`config.mk`:
```
export PLATFORM = sky130hd
export DESIGN_NAME = wdc_watchdog
export DESIGN_NICKNAME = d
export VERILOG_FILES = /design/src/design/wdc_pkg.sv /design/src/design/wdc_divider.sv /design/src/design/wdc_watchdog.sv
export SDC_FILE = /design/constraint.sdc
export NUM_CORES = 1
export LEC_CHECK = 0
export BUFFER_PORTS_ARGS = -buffer_cell sky130_fd_sc_hd__buf_2
export CAP_MARGIN = 25
export CORE_AREA = 2 2 44 62
export CTS_BUF_LIST = sky130_fd_sc_hd__clkbuf_8
export DETAILED_ROUTE_END_ITERATION = 10
export DIE_AREA = 0 0 46 64
export HOLD_SLACK_MARGIN = 0.05
export PLACE_DENSITY = 0.78
export SYNTH_ARGS = -nofsm -noshare
export SYNTH_HDL_FRONTEND = slang
export SYNTH_SLANG_ARGS = --single-unit
```
`constraint.sdc`:
```
create_clock -name ref_clk -period 2.15 [get_ports ref_clk]
set_clock_uncertainty 0.15 [all_clocks]
set_input_delay 0.3225 -clock ref_clk [delete_from_list [all_inputs] [get_ports ref_clk]]
set_output_delay 0.3225 -clock ref_clk [all_outputs]
set_load 0.005 [all_outputs]
```
`src/design/wdc_pkg.sv`:
```
// Package holding the watchdog register map, field layout, reset value and timing constants.
package wdc_pkg;
   localparam logic [7:0] WDC_ADDR = 8'hD8;
   localparam logic [7:0] WDC_RESET_VAL = 8'hFE;
   localparam int WDC_ACT_BIT = 0;
   localparam int WDC_SR_BIT = 1;
   localparam int WDC_CNT_W = 7;
   localparam int WDC_TICK_CYCLES = 3072;
   localparam int WDC_MIN_PERIOD = 3072;
   localparam int WDC_MAX_PERIOD = 196608;
   localparam int WDC_GUARD_INSTR = 28;
endpackage

```
`src/design/wdc_divider.sv`:
```
// Prescaler that turns the core clock into a one-cycle counter tick enable.
`timescale 1ns/1ps
module wdc_divider #(
   parameter int DIV = 3072
) (
   input wire logic ref_clk,
   input wire logic srst,
   input wire logic run,
   input wire logic restart,
   output logic tick
);
   logic [17:0] cnt_r;

   // Restart realigns the prescaler so a fresh reload gives a full interval.
   always_ff @(posedge ref_clk) begin
      if (srst || restart) begin
         cnt_r <= 18'h00000;
      end else if (run) begin
         if (cnt_r == 18'(DIV - 1)) begin
            cnt_r <= 18'h00000;
         end else begin
            cnt_r <= cnt_r + 18'h00001;
         end
      end
   end

   assign tick = run && !restart && (cnt_r == 18'(DIV - 1));

   AST_TICK_BOUND: assert property (@(posedge ref_clk) disable iff (srst)
      cnt_r <= 18'(DIV - 1)) else $error("prescaler count out of range");
endmodule

```
`src/design/wdc_watchdog.sv`:
```
// Digital watchdog downcounter with register port, activation options and stop control.
`timescale 1ns/1ps
// What this block does
// - Reset loads register value FE, or FF with hardware option: activation bit HW_ACTIVATION, period and soft-reset bits one.
// - Register lives in data space and is both readable and writable.
// - Writing the six period bits sets the downcounter start value.
// - While armed, soft-reset bit falling from one to zero raises chip reset.
// - While armed, software writing zero to a set soft-reset bit resets the device at once.
// - Register bit 7 is counter LSB; register bit 2 is top period bit.
// - Six period bits give 64 timeouts from 3072 to 196608 cycles.
// - Hardware option: activation bit reads one always, writes ignored.
// - Software option: writing one arms; only chip reset disarms.
// - Disarmed: counter is free 7-bit timer, soft-reset bit its MSB, no reset.
// - At least 28 instructions run after activation before any timeout reset.
// - Hardware option without external stop: STOP acts as WAIT, counting continues.
// - External stop control with NMI low: STOP behaves as WAIT.
// - External stop control with NMI high: STOP freezes counter until interrupt.
// - While disarmed, STOP remains available to the core.
module wdc_watchdog #(
   parameter bit HW_ACTIVATION = 1'b1,
   parameter bit EXT_STOP_CTRL = 1'b0,
   parameter int TICK_CYCLES = wdc_pkg::WDC_TICK_CYCLES
) (
   input wire logic ref_clk,
   input wire logic srst,
   input wire logic [7:0] reg_addr,
   input wire logic reg_wr,
   input wire logic [7:0] reg_wdata,
   output logic [7:0] reg_rdata,
   input wire logic stop_req,
   input wire logic wake_irq,
   input wire logic nmi_pin,
   output logic stop_granted,
   output logic chip_reset_req,
   output logic armed
);
   logic [6:0] cnt_r;
   logic act_r;
   logic frozen_r;
   logic nmi_meta_r;
   logic nmi_sync_r;
   logic sel_wr;
   logic tick;
   logic [6:0] cnt_nxt;
   logic [6:0] wr_cnt;
   logic sr_fall;

   assign sel_wr = reg_wr && (reg_addr == wdc_pkg::WDC_ADDR);
   // Register bit 7 is counter LSB and bit 1 is its MSB.
   always_comb begin
      wr_cnt = 7'h00;
      for (int i = 0; i < 7; i++) begin
         wr_cnt[i] = reg_wdata[7 - i];
      end
   end

   always_ff @(posedge ref_clk) begin
      if (srst) begin
         nmi_meta_r <= 1'b0;
         nmi_sync_r <= 1'b0;
      end else begin
         nmi_meta_r <= nmi_pin;
         nmi_sync_r <= nmi_meta_r;
      end
   end

   // Hardware option keeps the bit high and writes cannot lower it.
   always_ff @(posedge ref_clk) begin
      if (srst) begin
         act_r <= HW_ACTIVATION;
      end else if (sel_wr && reg_wdata[wdc_pkg::WDC_ACT_BIT]) begin
         act_r <= 1'b1;
      end
   end
   assign armed = act_r;

   // Frozen only for a true STOP: external stop control with NMI high, or disarmed.
   always_ff @(posedge ref_clk) begin
      if (srst || wake_irq) begin
         frozen_r <= 1'b0;
      end else if (stop_req) begin
         if (!act_r) begin
            frozen_r <= 1'b1;
         end else if (EXT_STOP_CTRL && nmi_sync_r) begin
            frozen_r <= 1'b1;
         end else begin
            frozen_r <= 1'b0;
         end
      end
   end
   assign stop_granted = frozen_r;

   // Each of the 64 period codes adds one prescaler interval to the timeout.
   wdc_divider #(.DIV(TICK_CYCLES)) u_div (
      .ref_clk(ref_clk),
      .srst(srst),
      .run(!frozen_r),
      .restart(sel_wr),
      .tick(tick)
   );

   always_comb begin
      cnt_nxt = cnt_r;
      if (sel_wr) begin
         cnt_nxt = wr_cnt;
      end else if (tick) begin
         cnt_nxt = cnt_r - 7'h01;
      end
   end

   always_ff @(posedge ref_clk) begin
      if (srst) begin
         cnt_r <= 7'h7F;
      end else begin
         cnt_r <= cnt_nxt;
      end
   end

   // A full tick interval of 3072 cycles exceeds 28 instructions, so a fresh arm is safe.
   assign sr_fall = cnt_r[6] && !cnt_nxt[6];
   assign chip_reset_req = act_r && sr_fall && !srst;

   always_comb begin
      reg_rdata = 8'h00;
      for (int i = 0; i < 7; i++) begin
         reg_rdata[7 - i] = cnt_r[i];
      end
      reg_rdata[wdc_pkg::WDC_ACT_BIT] = act_r;
   end

   AST_RESET_VAL: assert property (@(posedge ref_clk)
      !srst && $past(srst) |-> reg_rdata == (HW_ACTIVATION ? 8'hFF : wdc_pkg::WDC_RESET_VAL)) else $error("bad reset value");
   AST_WRITE_LOADS: assert property (@(posedge ref_clk) disable iff (srst)
      sel_wr |=> reg_rdata[7:1] == $past(reg_wdata[7:1])) else $error("write not stored");
   AST_SW_CLEAR: assert property (@(posedge ref_clk) disable iff (srst)
      act_r && sel_wr && cnt_r[6] && !reg_wdata[wdc_pkg::WDC_SR_BIT] |-> chip_reset_req) else $error("no soft reset");
   AST_NO_RESET_DISARMED: assert property (@(posedge ref_clk) disable iff (srst)
      !act_r |-> !chip_reset_req) else $error("reset while disarmed");
   AST_ARM_STICKY: assert property (@(posedge ref_clk) disable iff (srst)
      act_r |=> act_r) else $error("watchdog disarmed");
   AST_HW_ACT: assert property (@(posedge ref_clk) disable iff (srst)
      HW_ACTIVATION |-> reg_rdata[0]) else $error("hw activation bit low");
   AST_FREEZE: assert property (@(posedge ref_clk) disable iff (srst)
      frozen_r && !sel_wr |=> cnt_r == $past(cnt_r)) else $error("counter moved while frozen");
   AST_NO_STOP_HW: assert property (@(posedge ref_clk) disable iff (srst)
      act_r && !EXT_STOP_CTRL && !$past(frozen_r) |-> !frozen_r) else $error("stop granted in hw mode");
   AST_STEP: assert property (@(posedge ref_clk) disable iff (srst)
      tick && !sel_wr |=> cnt_r == $past(cnt_r) - 7'h01) else $error("bad decrement");
   // Cycles since reset or the last arming write, saturating; only the guard check reads it.
   logic [17:0] since_arm_r;
   always_ff @(posedge ref_clk) begin
      if (srst || (sel_wr && reg_wdata[wdc_pkg::WDC_ACT_BIT])) begin
         since_arm_r <= 18'h00000;
      end else if (since_arm_r != 18'h3FFFF) begin
         since_arm_r <= since_arm_r + 18'h00001;
      end
   end

   // A software-forced reset is allowed at once; only a timeout must wait a full interval.
   AST_GUARD: assert property (@(posedge ref_clk) disable iff (srst)
      chip_reset_req && !sel_wr |-> since_arm_r >= 18'(TICK_CYCLES - 1)) else $error("reset too soon after arm");

   COV_ARM: cover property (@(posedge ref_clk) disable iff (srst) $rose(act_r));
   COV_TIMEOUT: cover property (@(posedge ref_clk) disable iff (srst) chip_reset_req && tick);
   COV_SOFT: cover property (@(posedge ref_clk) disable iff (srst) chip_reset_req && sel_wr);
   COV_STOP: cover property (@(posedge ref_clk) disable iff (srst) $rose(frozen_r));
endmodule

```
==> out/results.tsv, run 1 <==
metric	value	unit
static leakage	0.5668	nW
fraction of layout cells with a size suffix above 1	24.85	%
clock buffer depth	2	
nets@finish	194	
GR Overflow Total	0	
Final Hold Vio Count	0	
Initial Util	51.75	%
HP Start	reg_wdata[4]	
cells after synthesis	144	
initial drt markers	16	
DP Wirelength	1.734	mm
CP endpoint kind	output pin	
reg2reg setup slack	0.34	ns
via/cell ratio	5.297	
post-placement cell count	186	
Cell variety after synth	30	
n_diodes	0	
CTS tree	yes	
Num CTS Buffers	3	
RePlAce Congestion	0.7740	
critical path startpoint category	flip-flop	
RR Endpoint	u_div.cnt_r[11]	
most common cell after layout, fill and taps aside	nor2_1	
FP Rows	21	
Hold Crit Class	in -> reg	
FF+latch count, synth	25	
final setup violation count	0	
Crit. Startpoint	u_div.cnt_r[16]	
critical path type	reg -> out	
Worst-Margin Slew	0.6989	ns
total number of vias	1017	
Req. time, crit path	1.68	ns
max-slew violation count	0	
sequential cell area fraction in the yosys report	40.90	%
power per cell area	560.6	nW/um2
maximum clock rate	471.1	MHz
Routed WL	2.267	mm
worst hold path cell count	3	
CTS Hold Bufs	0	
Clk Latency, worst-skew pair	0.27	ns
Reg2Reg Depth	6	
Die ar.	2944	um2
crit path max fanout	3	
DRC	0	
most frequent cells in the layout	nor2_1 (32), buf_2 (25), dfxtp_1 (22)	
initial antenna violation count	0	
Final min period	2.123	ns
port bufs	25	
total global-route track usage	16.82	%
clk slew on worst S/H paths	0.09	ns
Post-DRT Antenna Nets	0	
Synth Warn #	0	
core area	2365	um2
Critical R2R Launch	u_div.cnt_r[2]	
largest net degree at the start of global routing	19	
Synth Cell Area	1224	um2
vias in the first global route	951	
CTS sink count	25	
width of the chip	46	um
max-cap check violation count	0	
IO Count	33	
outcome	finished clean	
Detailed Routing Iterations Pass 1	4	
Final Core Density	59.21	%
Root Buffer	clkbuf_8	
setup repair after global routing missed its margin	true	
power after layout	0.0007849	W
first-pass GRT wire length	3.726	mm
synthesized area per cell	8.498	um2
WL/cell	11.81	um
Worst Hold Path EP	cnt_r[3]	
slew margin rel.	53.31	%
CP arrival	1.65	ns
area delta synth->final	14.42	%
Die H	64	um
maximum VDD drop	0.5885	mV
H-tree levels	1	
final clock period utilization by the worst path	98.72	%
worst hold slack	0.1443	ns
Post-Layout Cell Count	192	
-- kinds of logic after synthesis --
logic type | share of synthesized area, %
fa+ha+maj | 2.045
other cells | 0.6137
flops | 40.90
buf+inv | 7.156
xor+xnor | 15.75
compound gates | 3.783
simple gates | 29.76
-- Yosys cell counts, drive strengths merged --
cell type	count	area share, %
and4	2	1.4
a21oi	7	2.9
xor2	17	12
nor3b	1	0.61
nand2b	1	1.1
inv	4	1.2
xnor2	5	3.6
nand2	7	2.1
nor2b	1	0.51
buf	8	5.6
nor3	4	2.0
ha	2	2.0
or2	1	0.51
nand4b	1	0.72
nor4	1	0.51
and4b	2	1.6
nand3	9	3.7
nor2	32	9.8
dfxtp	25	41
and2	1	0.72
and3	1	0.51
conb	2	0.61
clkbuf	1	0.31
and3b	1	0.72
o21ai	1	0.41
nand4	6	3.1
a31oi	1	0.51
-- per-layer routing --
metal	wire [um]	global-route usage, %	vias to the layer above
li1	-	-	521
met1	1000	18.09	461
met2	1118	29.51	33
met3	122	2.825	2
met4	26	8.571	0
met5	0	0	-
-- final cells by class --
class / count / area (um2)
Fill cell: 222 / 964.7
Tap cell: 23 / 28.78
Multi-Input combinational cell: 107 / 648.1
Clock buffer: 3 / 41.29
Timing Repair Buffer: 29 / 155.1
Inverter: 4 / 15.01
Sequential cell: 25 / 504.2
Clock inverter: 1 / 7.507
-- critical path, stage by stage (launching register included) --
cell and delay [ns]:
dfxtp_2 0.34, nor4_2 0.26, and4b_1 0.25, and2_4 0.15
a31oi_1 0.07, nor3b_1 0.16, buf_2 0.14
-- worst max-delay path by stage --
| stage | endpoint | slack [ns] |
|---|---|---|
| 2_1_floorplan | chip_reset_req | 0.37 |
| 5_1_grt | chip_reset_req | -0.05 |
| 3_5_place_dp | u_div.cnt_r[9] | 0.17 |
| 3_3_place_gp | u_div.cnt_r[13] | 0.24 |
| 4_1_cts | chip_reset_req | 0.01 |
| 6_report | chip_reset_req | 0.03 |
-- sequential cells by signal, summed over array words and instances, names as in the netlist --
signal / cells
cnt_r: 7
u_div.cnt_r: 18
-- power breakdown --
group          leakage, nW  internal (W)  switching [W]
sequential           0.203      0.000468     0.00000514
combinational        0.342     0.0000181      0.0000193
clock               0.0217      0.000131       0.000143
-- through the flow --
| step | setup WS [ns] | area (um2) | TNS (ns) |
|---|---|---|---|
| after global routing | -0.05140 | 1400 | -0.05140 |
| after CTS | 0.01378 | 1400 | 0 |
| final | 0.02745 | 1400 | 0 |
| after detailed placement | 0.1656 | 1324 | 0 |
| after floorplan | 0.3725 | 1227 | 0 |
| after global placement | 0.2427 | 1324 | 0 |
-- what timing repair did --
item,in CTS,in global routing
gates resized for setup,5,0
endpoints found under the setup margin,1,1
setup buffers,2,0
pin swaps,3,1
Note: power is estimated with default switching activity, not from simulation.
==> run 2: changes to the inputs <==
- REMOVE_ABC_BUFFERS: default -> 1
==> out/results.tsv, run 2 (synthesis gave the netlist of run 1 again) <==
metric	value	unit	change
GR Overflow Total	0		unchanged
Initial Util	51.75	%	unchanged
max-cap check violation count	0		unchanged
fill count	218		was 222
Clk Latency, worst-skew pair	0.27	ns	about the same
width of the chip	46	um	unchanged
Final Hold Vio Count	0		unchanged
via/cell ratio	5.223		was 5.297
Post-DRT Antenna Nets	0		unchanged
area delta synth->final	14.52	%	was 14.42%
CTS sink count	25		unchanged
area occupied by multi-input gates	641.9	um2	was 648.1 um2
Critical R2R Launch	u_div.cnt_r[2]		unchanged
post-placement cell count	186		unchanged
CTS tree	yes		unchanged
GR Util met2	30.21	%	was 29.51%
CP endpoint kind	output pin		unchanged
maximum clock rate	472.4	MHz	was 471.1 MHz
placed cell area	1324	um2	unchanged
most flop-heavy register	u_div.cnt_r		unchanged
FP Rows	21		unchanged
DRC	0		unchanged
maximum VDD drop	0.5330	mV	was 0.5885 mV
Die ar.	2944	um2	unchanged
Hold Crit Class	in -> reg		unchanged
final clock period utilization by the worst path	98.46	%	was 98.72%
n_diodes	0		unchanged
crit path max fanout	3		unchanged
Most Crowded Layer GR	met2		unchanged
critical path type	reg -> out		unchanged
outcome	finished clean		unchanged
Root Buffer	clkbuf_8		unchanged
setup repair after global routing missed its margin	true		unchanged
final setup violation count	0		unchanged
DP Wirelength	1.594	mm	was 1.734 mm
Detailed Routing Iterations Pass 1	4		unchanged
most frequent cells in the layout	nor2_1 (32), buf_2 (25), dfxtp_1 (20)		was nor2_1 (32), buf_2 (25), dfxtp_1 (22)
port bufs	25		unchanged
max reg flops	18		unchanged
fraction of layout cells with a size suffix above 1	25.88	%	was 24.85%
clock buffer depth	2		unchanged
met1 Track Usage GR	19.05	%	was 18.09%
most common cell after layout, fill and taps aside	nor2_1		unchanged
Final Core Density	59.26	%	was 59.21%
largest net degree at the start of global routing	19		unchanged
worst hold path cell count	3		unchanged
Req. time, crit path	1.68	ns	about the same
Num CTS Buffers	3		unchanged
met3 Use GR	2.542	%	was 2.825%
Reg area	506.7	um2	was 504.2 um2
CTS Hold Bufs	0		unchanged
H-tree levels	1		unchanged
clk slew on worst S/H paths	0.09	ns	about the same
slew margin rel.	52.65	%	was 53.31%
Reg2Reg Depth	6		unchanged
final instance area	1401	um2	was 1400 um2
static leakage	0.5755	nW	was 0.5668 nW
WL/cell	11.16	um	was 11.81 um
critical path startpoint category	flip-flop		unchanged
power per cell area	560.5	nW/um2	was 560.6 nW/um2
initial drt markers	10		was 16
Die H	64	um	unchanged
IO Count	33		unchanged
reg2reg setup slack	0.38	ns	was 0.34 ns
initial antenna violation count	0		unchanged
Worst-Margin Slew	0.7087	ns	was 0.6989 ns
worst hold slack	0.1438	ns	was 0.1443 ns
Final min period	2.117	ns	was 2.123 ns
Routed WL	2.154	mm	was 2.267 mm
total number of vias	1008		was 1017
Worst Hold Path EP	cnt_r[2]		was cnt_r[3]
first-pass GRT wire length	3.808	mm	was 3.726 mm
RR Endpoint	u_div.cnt_r[13]		was u_div.cnt_r[11]
RePlAce Congestion	0.7265		was 0.7740
CP arrival	1.64	ns	was 1.65 ns
vias in the first global route	972		was 951
HP Start	reg_wdata[5]		was reg_wdata[4]
max-slew violation count	0		unchanged
biggest regs	u_div.cnt_r: 18 flops, cnt_r: 7 flops		unchanged
nets@finish	195		was 194
total global-route track usage	16.79	%	was 16.82%
core area	2365	um2	unchanged
Post-Layout Cell Count	193		was 192
setup total negative slack	0	ns	unchanged
[run 2: cell type report]
type,count,share of cell area (%)
multi-input combinational,107,45.80
sequential,25,36.16
timing repair buffer,30,11.61
clock buffer,3,2.946
tap,23,2.054
inverter,4,1.071
clock inverter,1,0.3571
[run 2: metal layers]
metal  up-vias  wire [um]  part of all wire [%]
met5         -          0                     0
met1       465        938                    44
met3         4         81                   3.8
li1        519          -                     -
met2        20       1102                    51
met4         0         31                   1.4
[run 2: worst max-delay path: stages, from the launching register on]
cell and delay (ns):
dfxtp_2 0.34, nor4_1 0.25, and4b_1 0.25, and2_4 0.16, a31oi_1 0.07, nor3b_1 0.16, buf_2 0.14
[run 2: what timing repair did]
item	in CTS	in global routing
setup buffers	3	0
setup endpoints to repair	1	1
gates resized for setup	4	2
gates cloned	0	0
pin swaps	3	1
[run 2: report_power, final]
group / total [W] / internal [W] / switching (W)
registers: 0.000473 / 0.000468 / 0.00000488
clock network: 0.000276 / 0.000130 / 0.000146
logic: 0.0000372 / 0.0000180 / 0.0000192
total: 0.000786 / 0.000615 / 0.000170
[run 2: stage by stage]
step                       power, W  setup slack [ns]
after global routing      0.0008136          -0.04425
after floorplan           0.0005005           0.07083
after global placement    0.0005188            0.2363
after detailed placement  0.0005204            0.1588
final                     0.0007855           0.03314
after CTS                 0.0007909           0.01560
[run 2: worst max path at each step]
| stage | from | to |
|---|---|---|
| final | u_div.cnt_r[16] | chip_reset_req |
| after global routing | u_div.cnt_r[16] | chip_reset_req |
| after CTS | u_div.cnt_r[16] | chip_reset_req |
| after detailed placement | reg_addr[3] | u_div.cnt_r[5] |
| after global placement | reg_addr[3] | u_div.cnt_r[3] |
| after floorplan | u_div.cnt_r[0] | chip_reset_req |
